### src/pkg/bir_pkg.sv
// constants for the board interrupt router
package bir_pkg;
   // ****************************************
   // register map, byte addresses
   // ****************************************
   localparam int AW = 6;
   localparam logic [5:0] OFS_STATUS = 6'h00;
   localparam logic [5:0] OFS_CLEAR = 6'h04;
   localparam logic [5:0] OFS_ENABLE = 6'h08;
   localparam logic [5:0] OFS_VMASK = 6'h0C;
   localparam logic [5:0] OFS_AUTOV = 6'h10;
   localparam logic [5:0] OFS_RATE = 6'h14;
   localparam logic [5:0] OFS_SERVEC = 6'h18;
   localparam logic [5:0] OFS_VPEND = 6'h1C;
   localparam logic [5:0] OFS_VECTOR = 6'h20;
   // ****************************************
   // local source bits
   // ****************************************
   localparam int NSRC = 11;
   localparam int B_SER0 = 0;
   localparam int B_ALARM = 3;
   localparam int B_PERIOD = 4;
   localparam int B_TMR0 = 5;
   localparam int B_PARITY = 8;
   localparam int B_ACFAIL = 9;
   localparam int B_SYSFAIL = 10;
   localparam int NSER = 3;
   // ****************************************
   // reset values and vectors
   // ****************************************
   localparam logic [7:1] VMASK_RST = 7'h7_F;
   localparam logic [7:1] AUTOV_OK = 7'h1_5;
   localparam logic [7:0] AUTOV_BASE = 8'h1_8;
   localparam logic [7:0] LOCAL_BASE = 8'h4_0;
   localparam logic [1:0] RESP_OKAY = 2'h0;
   localparam logic [1:0] RESP_SLVERR = 2'h2;
   // ****************************************
   // periodic rates
   // ****************************************
   localparam int CLK_HZ = 20_000_000;
   localparam int PER_FAST_HZ = 100;
   localparam int PER_BASE_CYC = CLK_HZ / PER_FAST_HZ;
   localparam int NRATE = 6;
   localparam int DIV [1:5] = '{10, 10, 60, 60, 24};
endpackage

### src/verilog/bir_router.sv
// board interrupt router with axi4-lite register slave
//
// Chosen here: the AXI4-Lite slave port and the placing of the registers.
`timescale 1ns/1ns
module bir_router #(
   parameter int PER_CYC = bir_pkg::PER_BASE_CYC
) (
   input wire logic aclk,
   input wire logic aresetn,
   input wire logic [5:0] awaddr,
   input wire logic awvalid,
   output logic awready,
   input wire logic [31:0] wdata,
   input wire logic [3:0] wstrb,
   input wire logic wvalid,
   output logic wready,
   output logic [1:0] bresp,
   output logic bvalid,
   input wire logic bready,
   input wire logic [5:0] araddr,
   input wire logic arvalid,
   output logic arready,
   output logic [31:0] rdata,
   output logic [1:0] rresp,
   output logic rvalid,
   input wire logic rready,
   input wire logic [7:1] vme_irq_n,
   input wire logic abort_n,
   input wire logic [2:0] ser_irq,
   input wire logic rtc_alarm,
   input wire logic [2:0] tmr_irq,
   input wire logic parity_err,
   input wire logic acfail_n,
   input wire logic sysfail_n,
   output logic mirq,
   output logic nmi,
   output logic [7:0] irq_vector,
   output logic vec_from_bus
);
   localparam int NS = bir_pkg::NSRC;
   localparam int NPIN = 18;

   function automatic logic mapped(input logic [5:0] a);
      case (a)
         bir_pkg::OFS_STATUS, bir_pkg::OFS_CLEAR,
         bir_pkg::OFS_ENABLE, bir_pkg::OFS_VMASK,
         bir_pkg::OFS_AUTOV, bir_pkg::OFS_RATE,
         bir_pkg::OFS_SERVEC, bir_pkg::OFS_VPEND,
         bir_pkg::OFS_VECTOR: mapped = 1'b1;
         default: mapped = 1'b0;
      endcase
   endfunction

   function automatic logic [31:0] merge(input logic [31:0] o,
         input logic [31:0] d, input logic [3:0] s);
      merge = o;
      for (int i = 0; i < 4; i++) begin
         if (s[i]) begin
            merge[8*i +: 8] = d[8*i +: 8];
         end
      end
   endfunction

   // ****************************************
   // input synchronisers
   // ****************************************
   logic [NPIN-1:0] raw;
   logic [NPIN-1:0] s1;
   logic [NPIN-1:0] s2;
   logic [NS-1:0] loc_d;
   logic [NS-1:0] loc_lvl;
   logic [7:1] vme_lvl;
   logic abort_lvl;

   assign raw = {~sysfail_n, ~acfail_n, parity_err, tmr_irq,
      rtc_alarm, ser_irq, ~abort_n, ~vme_irq_n};
   assign vme_lvl = s2[6:0];
   assign abort_lvl = s2[7];
   // periodic slot is filled by the internal tick, not a pin
   assign loc_lvl = {s2[17:12], 1'b0, s2[11:8]};

   always_ff @(posedge aclk) begin
      if (!aresetn) begin
         s1 <= '0;
         s2 <= '0;
         loc_d <= '0;
      end else begin
         s1 <= raw;
         s2 <= s1;
         loc_d <= loc_lvl;
      end
   end

   // ****************************************
   // periodic tick chain
   // ****************************************
   logic [17:0] base_cnt;
   logic [17:0] next_base_cnt;
   logic [bir_pkg::NRATE-1:0] tick;

   always_comb begin
      next_base_cnt = base_cnt + 18'h0_0001;
      if (base_cnt == 18'(PER_CYC - 1)) begin
         next_base_cnt = '0;
      end
   end
   assign tick[0] = (base_cnt == 18'(PER_CYC - 1));

   always_ff @(posedge aclk) begin
      if (!aresetn) begin
         base_cnt <= '0;
      end else begin
         base_cnt <= next_base_cnt;
      end
   end

   // each stage divides the tick of the stage below it
   for (genvar k = 1; k < bir_pkg::NRATE; k++) begin : g_div
      logic [5:0] cnt;
      logic [5:0] next_cnt;
      logic wrap;
      assign wrap = (cnt == 6'(bir_pkg::DIV[k] - 1));
      assign tick[k] = tick[k-1] & wrap;
      always_comb begin
         next_cnt = cnt;
         if (tick[k-1]) begin
            next_cnt = wrap ? 6'h0_0 : cnt + 6'h0_1;
         end
      end
      always_ff @(posedge aclk) begin
         if (!aresetn) begin
            cnt <= '0;
         end else begin
            cnt <= next_cnt;
         end
      end
   end

   // ****************************************
   // register file and bus slave
   // ****************************************
   logic [NS-1:0] status, next_status;
   logic [NS-1:0] enable, next_enable;
   logic [7:1] vmask, next_vmask;
   logic [7:1] autov, next_autov;
   logic [2:0] rate, next_rate;
   logic [23:0] servec, next_servec;
   logic aw_held, next_aw_held;
   logic w_held, next_w_held;
   logic [5:0] wa, next_wa;
   logic [31:0] wd, next_wd;
   logic [3:0] ws, next_ws;
   logic next_awready, next_wready, next_arready;
   logic next_bvalid, next_rvalid;
   logic [1:0] next_bresp, next_rresp;
   logic [31:0] next_rdata;
   logic [NS-1:0] ev;
   logic [31:0] m;
   logic per_ev;

   assign per_ev = (rate < 3'(bir_pkg::NRATE)) && tick[rate];
   assign ev = ((loc_lvl & ~loc_d) & ~(NS'(1) << bir_pkg::B_PERIOD))
      | (NS'(per_ev) << bir_pkg::B_PERIOD);

   always_comb begin
      next_aw_held = aw_held;
      next_w_held = w_held;
      next_wa = wa;
      next_wd = wd;
      next_ws = ws;
      next_bvalid = bvalid;
      next_bresp = bresp;
      next_rvalid = rvalid;
      next_rdata = rdata;
      next_rresp = rresp;
      next_enable = enable;
      next_vmask = vmask;
      next_autov = autov;
      next_rate = rate;
      next_servec = servec;
      m = '0;
      next_status = status;
      if (awvalid && awready) begin
         next_aw_held = 1'b1;
         next_wa = awaddr;
      end
      if (wvalid && wready) begin
         next_w_held = 1'b1;
         next_wd = wdata;
         next_ws = wstrb;
      end
      if (bvalid && bready) begin
         next_bvalid = 1'b0;
      end
      if (aw_held && w_held && !bvalid) begin
         next_aw_held = 1'b0;
         next_w_held = 1'b0;
         next_bvalid = 1'b1;
         next_bresp = mapped(wa) ? bir_pkg::RESP_OKAY
            : bir_pkg::RESP_SLVERR;
         case (wa)
            bir_pkg::OFS_CLEAR: begin
               m = merge('0, wd, ws);
               next_status = status & ~m[NS-1:0];
            end
            bir_pkg::OFS_ENABLE: begin
               m = merge(32'(enable), wd, ws);
               next_enable = m[NS-1:0];
            end
            bir_pkg::OFS_VMASK: begin
               m = merge(32'({vmask, 1'b0}), wd, ws);
               next_vmask = m[7:1];
            end
            bir_pkg::OFS_AUTOV: begin
               m = merge(32'({autov, 1'b0}), wd, ws);
               next_autov = m[7:1] & bir_pkg::AUTOV_OK;
            end
            bir_pkg::OFS_RATE: begin
               m = merge(32'(rate), wd, ws);
               next_rate = m[2:0];
            end
            bir_pkg::OFS_SERVEC: begin
               m = merge(32'(servec), wd, ws);
               next_servec = m[23:0];
            end
            default: begin
               m = '0;
            end
         endcase
      end
      // new events beat a clear in the same cycle
      next_status = next_status | ev;
      if (rvalid && rready) begin
         next_rvalid = 1'b0;
      end
      if (arvalid && arready) begin
         next_rvalid = 1'b1;
         next_rresp = mapped(araddr) ? bir_pkg::RESP_OKAY
            : bir_pkg::RESP_SLVERR;
         case (araddr)
            bir_pkg::OFS_STATUS: next_rdata = 32'(status);
            bir_pkg::OFS_ENABLE: next_rdata = 32'(enable);
            bir_pkg::OFS_VMASK: next_rdata = 32'({vmask, 1'b0});
            bir_pkg::OFS_AUTOV: next_rdata = 32'({autov, 1'b0});
            bir_pkg::OFS_RATE: next_rdata = 32'(rate);
            bir_pkg::OFS_SERVEC: next_rdata = 32'(servec);
            bir_pkg::OFS_VPEND: next_rdata = 32'({vme_lvl, 1'b0});
            bir_pkg::OFS_VECTOR:
               next_rdata = 32'({vec_from_bus, irq_vector});
            default: next_rdata = '0;
         endcase
      end
      next_awready = !next_aw_held && !next_bvalid;
      next_wready = !next_w_held && !next_bvalid;
      next_arready = !next_rvalid;
   end

   always_ff @(posedge aclk) begin
      if (!aresetn) begin
         aw_held <= 1'b0;
         w_held <= 1'b0;
         wa <= '0;
         wd <= '0;
         ws <= '0;
         awready <= 1'b1;
         wready <= 1'b1;
         arready <= 1'b1;
         bvalid <= 1'b0;
         bresp <= bir_pkg::RESP_OKAY;
         rvalid <= 1'b0;
         rresp <= bir_pkg::RESP_OKAY;
         rdata <= '0;
         status <= '0;
         enable <= '0;
         vmask <= bir_pkg::VMASK_RST;
         autov <= '0;
         rate <= '0;
         servec <= '0;
      end else begin
         aw_held <= next_aw_held;
         w_held <= next_w_held;
         wa <= next_wa;
         wd <= next_wd;
         ws <= next_ws;
         awready <= next_awready;
         wready <= next_wready;
         arready <= next_arready;
         bvalid <= next_bvalid;
         bresp <= next_bresp;
         rvalid <= next_rvalid;
         rresp <= next_rresp;
         rdata <= next_rdata;
         status <= next_status;
         enable <= next_enable;
         vmask <= next_vmask;
         autov <= next_autov;
         rate <= next_rate;
         servec <= next_servec;
      end
   end

   // ****************************************
   // request merge and vector choice
   // ****************************************
   logic [7:1] vme_req;
   logic [NS-1:0] pend;
   logic next_mirq, next_nmi, next_vbus;
   logic [7:0] next_vec;

   // level 7 is never maskable; it goes to nmi only
   assign vme_req = {1'b0, vme_lvl[6:1] & ~vmask[6:1]};
   assign pend = status & enable;

   always_comb begin
      next_vec = '0;
      next_vbus = 1'b0;
      for (int i = NS - 1; i >= 0; i--) begin
         if (pend[i]) begin
            next_vec = bir_pkg::LOCAL_BASE + 8'(i);
            if (i < bir_pkg::NSER) begin
               next_vec = servec[8*i +: 8];
            end
         end
      end
      // higher vme levels win over lower ones and local sources
      for (int l = 1; l < 7; l++) begin
         if (vme_req[l]) begin
            if (autov[l]) begin
               next_vec = bir_pkg::AUTOV_BASE + 8'(l);
               next_vbus = 1'b0;
            end else begin
               next_vec = '0;
               next_vbus = 1'b1;
            end
         end
      end
      next_mirq = (|pend) || (|vme_req);
      next_nmi = vme_lvl[7] || abort_lvl;
   end

   always_ff @(posedge aclk) begin
      if (!aresetn) begin
         mirq <= 1'b0;
         nmi <= 1'b0;
         irq_vector <= '0;
         vec_from_bus <= 1'b0;
      end else begin
         mirq <= next_mirq;
         nmi <= next_nmi;
         irq_vector <= next_vec;
         vec_from_bus <= next_vbus;
      end
   end
endmodule

### config.mk
export PLATFORM = sky130hd
export DESIGN_NAME = bir_router
export DESIGN_NICKNAME = d
export VERILOG_FILES = /design/src/pkg/bir_pkg.sv /design/src/verilog/bir_router.sv
export SDC_FILE = /design/constraint.sdc
export NUM_CORES = 1
export LEC_CHECK = 0
export BUFFER_PORTS_ARGS = -buffer_cell sky130_fd_sc_hd__buf_2
export CAP_MARGIN = 20
export CORE_MARGIN = 4
export CORE_UTILIZATION = 30
export DETAILED_ROUTE_END_ITERATION = 8
export HOLD_SLACK_MARGIN = 0.1
export SLEW_MARGIN = 20
export SYNTH_ARGS = -nofsm -noshare
export SYNTH_HDL_FRONTEND = slang
export SYNTH_SLANG_ARGS = --single-unit
export TNS_END_PERCENT = 20
### constraint.sdc
create_clock -name aclk -period 1.8 [get_ports aclk]
set_input_delay 0.09 -clock aclk [delete_from_list [all_inputs] [get_ports aclk]]
set_output_delay 0.09 -clock aclk [all_outputs]
set_load 0.02 [all_outputs]
==> Implementation_results.wiki <==
{| class="wikitable"
! Metric !! Value
|-
| Hold endpoint || wd[11]
|-
| Overall Global Routing Usage || 14.8%
|-
| Mapped Area || 0.00932 mm²
|-
| Die H || 184 µm
|-
| Power density normalized to cell area || ~860 mW/mm²
|-
| Buffer depth of the longest clock path || 3
|-
| Tcrit/Tclk final || 103%
|-
| Top post-synthesis cells by area || dfxtp_1 49%, mux2i_1 6.3%, nand2_1 5.2%
|-
| RSZ-0062 raised after global routing || true
|-
| Area of placed instances || between 0.01 and 0.015 mm²
|-
| WL per Instance || 15.5 µm
|-
| Cell row count || 64
|-
| Number of distinct library cells after synthesis || 63
|-
| RR Endpoint || g_div[3].cnt[2]
|-
| Launch point of the worst reg-to-reg path || g_div[2].cnt[1]
|-
| Depth of the worst register-to-register path || 10
|-
| Critical path startpoint category || flop
|-
| Number of global-route vias before repair || 7947
|-
| Violated checks || setup timing
|-
| HPWL after detailed placement || roughly 19000 µm
|-
| Count of inserted antenna diode cells || 0
|-
| Clk pin slew, worst setup/hold paths || around 60 ps
|-
| Antenna-violating nets left || 0
|-
| Master cell of the clock root buffer || clkbuf_16
|-
| DRC Markers || 0
|-
| Run status || complete, but fails checks
|-
| Count of routing violations after the opening detailed-route iteration || roughly 680
|-
| Leading register cell type out of synthesis || dfxtp_1
|-
| Crit path time final || ~1900 ps
|-
| Number of hold violations in the final report || 0
|-
| Relative slew margins || a little over three fifths
|-
| Total of warnings raised by yosys || 0
|-
| Register area share after synthesis || 49.4%
|-
| Number of setup violations in the final report || 12
|-
| Clock buffer count from CTS || 26
|-
| Library cell occupying the most area in the post-synthesis netlist || dfxtp_1
|-
| Area taken by flip-flops and latches || between 0.004 and 0.005 mm²
|-
| Flip-flop and latch count after synthesis || 230
|-
| Share of synthesized flip-flops with an asynchronous set or reset || 0%
|-
| Count of port buffers added during placement || ~110
|-
| Starting Density || approximately 30%
|-
| Overall overflow remaining after global route || 0
|-
| Leading cell types by count after synthesis || 230 x dfxtp_1, 130 x nand2_1, 116 x nor2_1
|-
| Hold Path Stages || 5
|-
| Fraction of layout cells with a size suffix above 1 || a little over a fifth
|-
| Largest driver fanout on the critical path || 3
|-
| Detail-routed via count per cell || a little under 5
|-
| Required @ worst endpoint || 2210 ps
|-
| Floorplan die area || around 0.034 mm²
|-
| Max-cap viol count || 0
|-
| Utilization after layout || roughly two fifths
|-
| Class of the most critical hold timing path || in -> reg
|-
| Upper clock frequency limit || approximately 540 MHz
|-
| Worst EP arrival || ~2300 ps
|-
| Vias after detailed routing || just over 8000
|-
| R2r setup slk || -60 ps
|-
| Share of Yosys cell area claimed by the top area cell type || about half
|-
| Most common cell in the synthesized netlist || dfxtp_1
|-
| Core region area || around 0.03 mm²
|-
| Clk_lat worst skew || 540 ps
|-
| Wire length of the first global-routing pass || 41400 µm
|-
| Area taken by multi-input logic gates || 0.00460 mm²
|-
| Synthesized instance count || 1035
|-
| Leakage power total || 0.00525 µW
|-
| Transition time at the pin with the least slew margin || ~560 ps
|-
| Die width || between 150 and 200 µm
|-
| Number of H-tree branching levels || 1
|-
| Final worst-path setup slack || -55.3 ps
|-
| Largest net degree at the start of global routing || 73
|-
| TritonCTS clock tree || done
|-
| Relative area change from synthesis to final layout || 35.0%
|-
| Crit Path Category || reg -> reg
|-
| WHS || roughly 110 ps
|-
| Gp weighted congestion || roughly 0.90
|-
| Final net count || roughly 1400
|-
| CTS sink cnt || 230
|-
| Min-delay src || wvalid
|-
| Average cell area after synthesis || between 9 and 10 µm²
|-
| Worst supply voltage drop on vdd || 0.000636 V
|-
| Fillers || approximately 3100
|-
| Number of pins exceeding their max-slew limit in the final report || 0
|-
| Critical path endpoint category || flop
|-
| Iteration count of the initial detailed-routing pass || 6
|-
| Post-placement setup slack || -120 ps
|-
| Total wire length after detailed routing || ~26000 µm
|-
| Number of flops mapped to enable cells by yosys || 0
|-
| Final instance area || 0.0126 mm²
|-
| Number of antenna violations at the first check in global routing || 0
|-
| Clock Skews || 26.1 ps
|-
| Number of top-level pins || ~130
|}
## metal layers
metal  wire length (µm)  vias to the layer above  GRT usage [%]
li1                   -                     4090              -
met1              12300                     3884           21.5
met2              11600                      279           23.2
met3               1780                       43           1.99
met4                548                        0           3.76
met5                  0                        -              0
## state kept, by name, indices dropped and copies added (netlist names), 6 cells and up
| register | count |
|---|---|
| servec | 24 |
| status | 11 |
| vmask | 7 |
| s1 | 18 |
| g_div.cnt | 30 |
| enable | 11 |
| loc_d | 10 |
| wa | 6 |
| base_cnt | 18 |
| wd | 24 |
| irq_vector | 8 |
| rdata | 24 |
| s2 | 18 |
## final cells by class
class,instances,share of cell area (%)
inverter,18,0.547
clock buffer,36,5.71
clock inverter,8,0.428
multi-input combinational,735,36.5
tap,396,3.94
sequential,230,36.7
timing repair buffer,271,16.2
## worst max-delay path by stage
stage / start / to / slack, ps / depth (start not counted)
after CTS: g_div[1].cnt[1] / g_div[3].cnt[5] / -60 / 7
after global routing: base_cnt[1] / g_div[5].cnt[1] / -160 / 7
after floorplan: bvalid / enable[0] / -60 / 7
after detailed placement: g_div[1].cnt[1] / g_div[3].cnt[5] / -120 / 7
final: g_div[2].cnt[1] / g_div[3].cnt[2] / -60 / 10
after global placement: g_div[1].cnt[1] / g_div[3].cnt[5] / -110 / 7
## critical path, stage by stage (launching register included)
cell and delay, ps:
dfxtp_2 330, inv_2 40, ha_4 140, and4bb_2 230, buf_4 140, and4_1 210, buf_4 140, buf_4 130
nand4_1 110, nor4_1 60, a31o_2 220
## power by group
| part | switching, µW | internal (µW) |
|---|---|---|
| logic | 381 | 332 |
| registers | 106 | 5230 |
| clock network | 2040 | 2770 |
## stage by stage
stage / setup TNS [ps] / instances / power [µW]
floorplan: -2300 / 1044 / 5770
global placement: -590 / 1574 / 6010
finish: -299 / 1694 / 10900
CTS: -472 / 1692 / 11000
global route: -2010 / 1694 / 11300
detailed placement: -1320 / 1574 / 6020
## repair_timing
action,in CTS,in global routing
gates resized for setup,4,38
buffers inserted,0,2
pin swaps,0,14
endpoints found under the setup margin,27,47
endpoints found under the hold margin,69,0
hold buffers,74,0
cloned,0,0
## kinds of logic after synthesis
group,count (synthesis),share of synthesized area (%)
AOI/OAI and AO/OA,181,12.8
adders and majority gates,8,1.07
other,1,0.0402
DFF,230,49.4
xor gates and xnor gates,27,2.54
and+or+nand+nor,450,24.2
buffers and inverters,79,3.68
muxes,59,6.34
## cell usage in the layout (no fill, tap or decap), types with 10 or more instances in the layout
cell	instances
dfxtp_1	220
nand2_1	126
nor2_1	116
buf_2	105
buf_4	84
dlygate4sd3_1	73
a21oi_1	61
mux2i_1	59
and2_1	42
nand3_1	38
clkbuf_16	26
a22oi_1	21
nand4_1	17
nor2b_1	17
inv_1	15
xnor2_1	14
a31oi_1	14
o21ai_0	14
xor2_1	13
o21a_1	11
nor3_1	10
a21boi_0	10
conb_1	10
dfxtp_2	10
(Power assumes the default switching activity.)
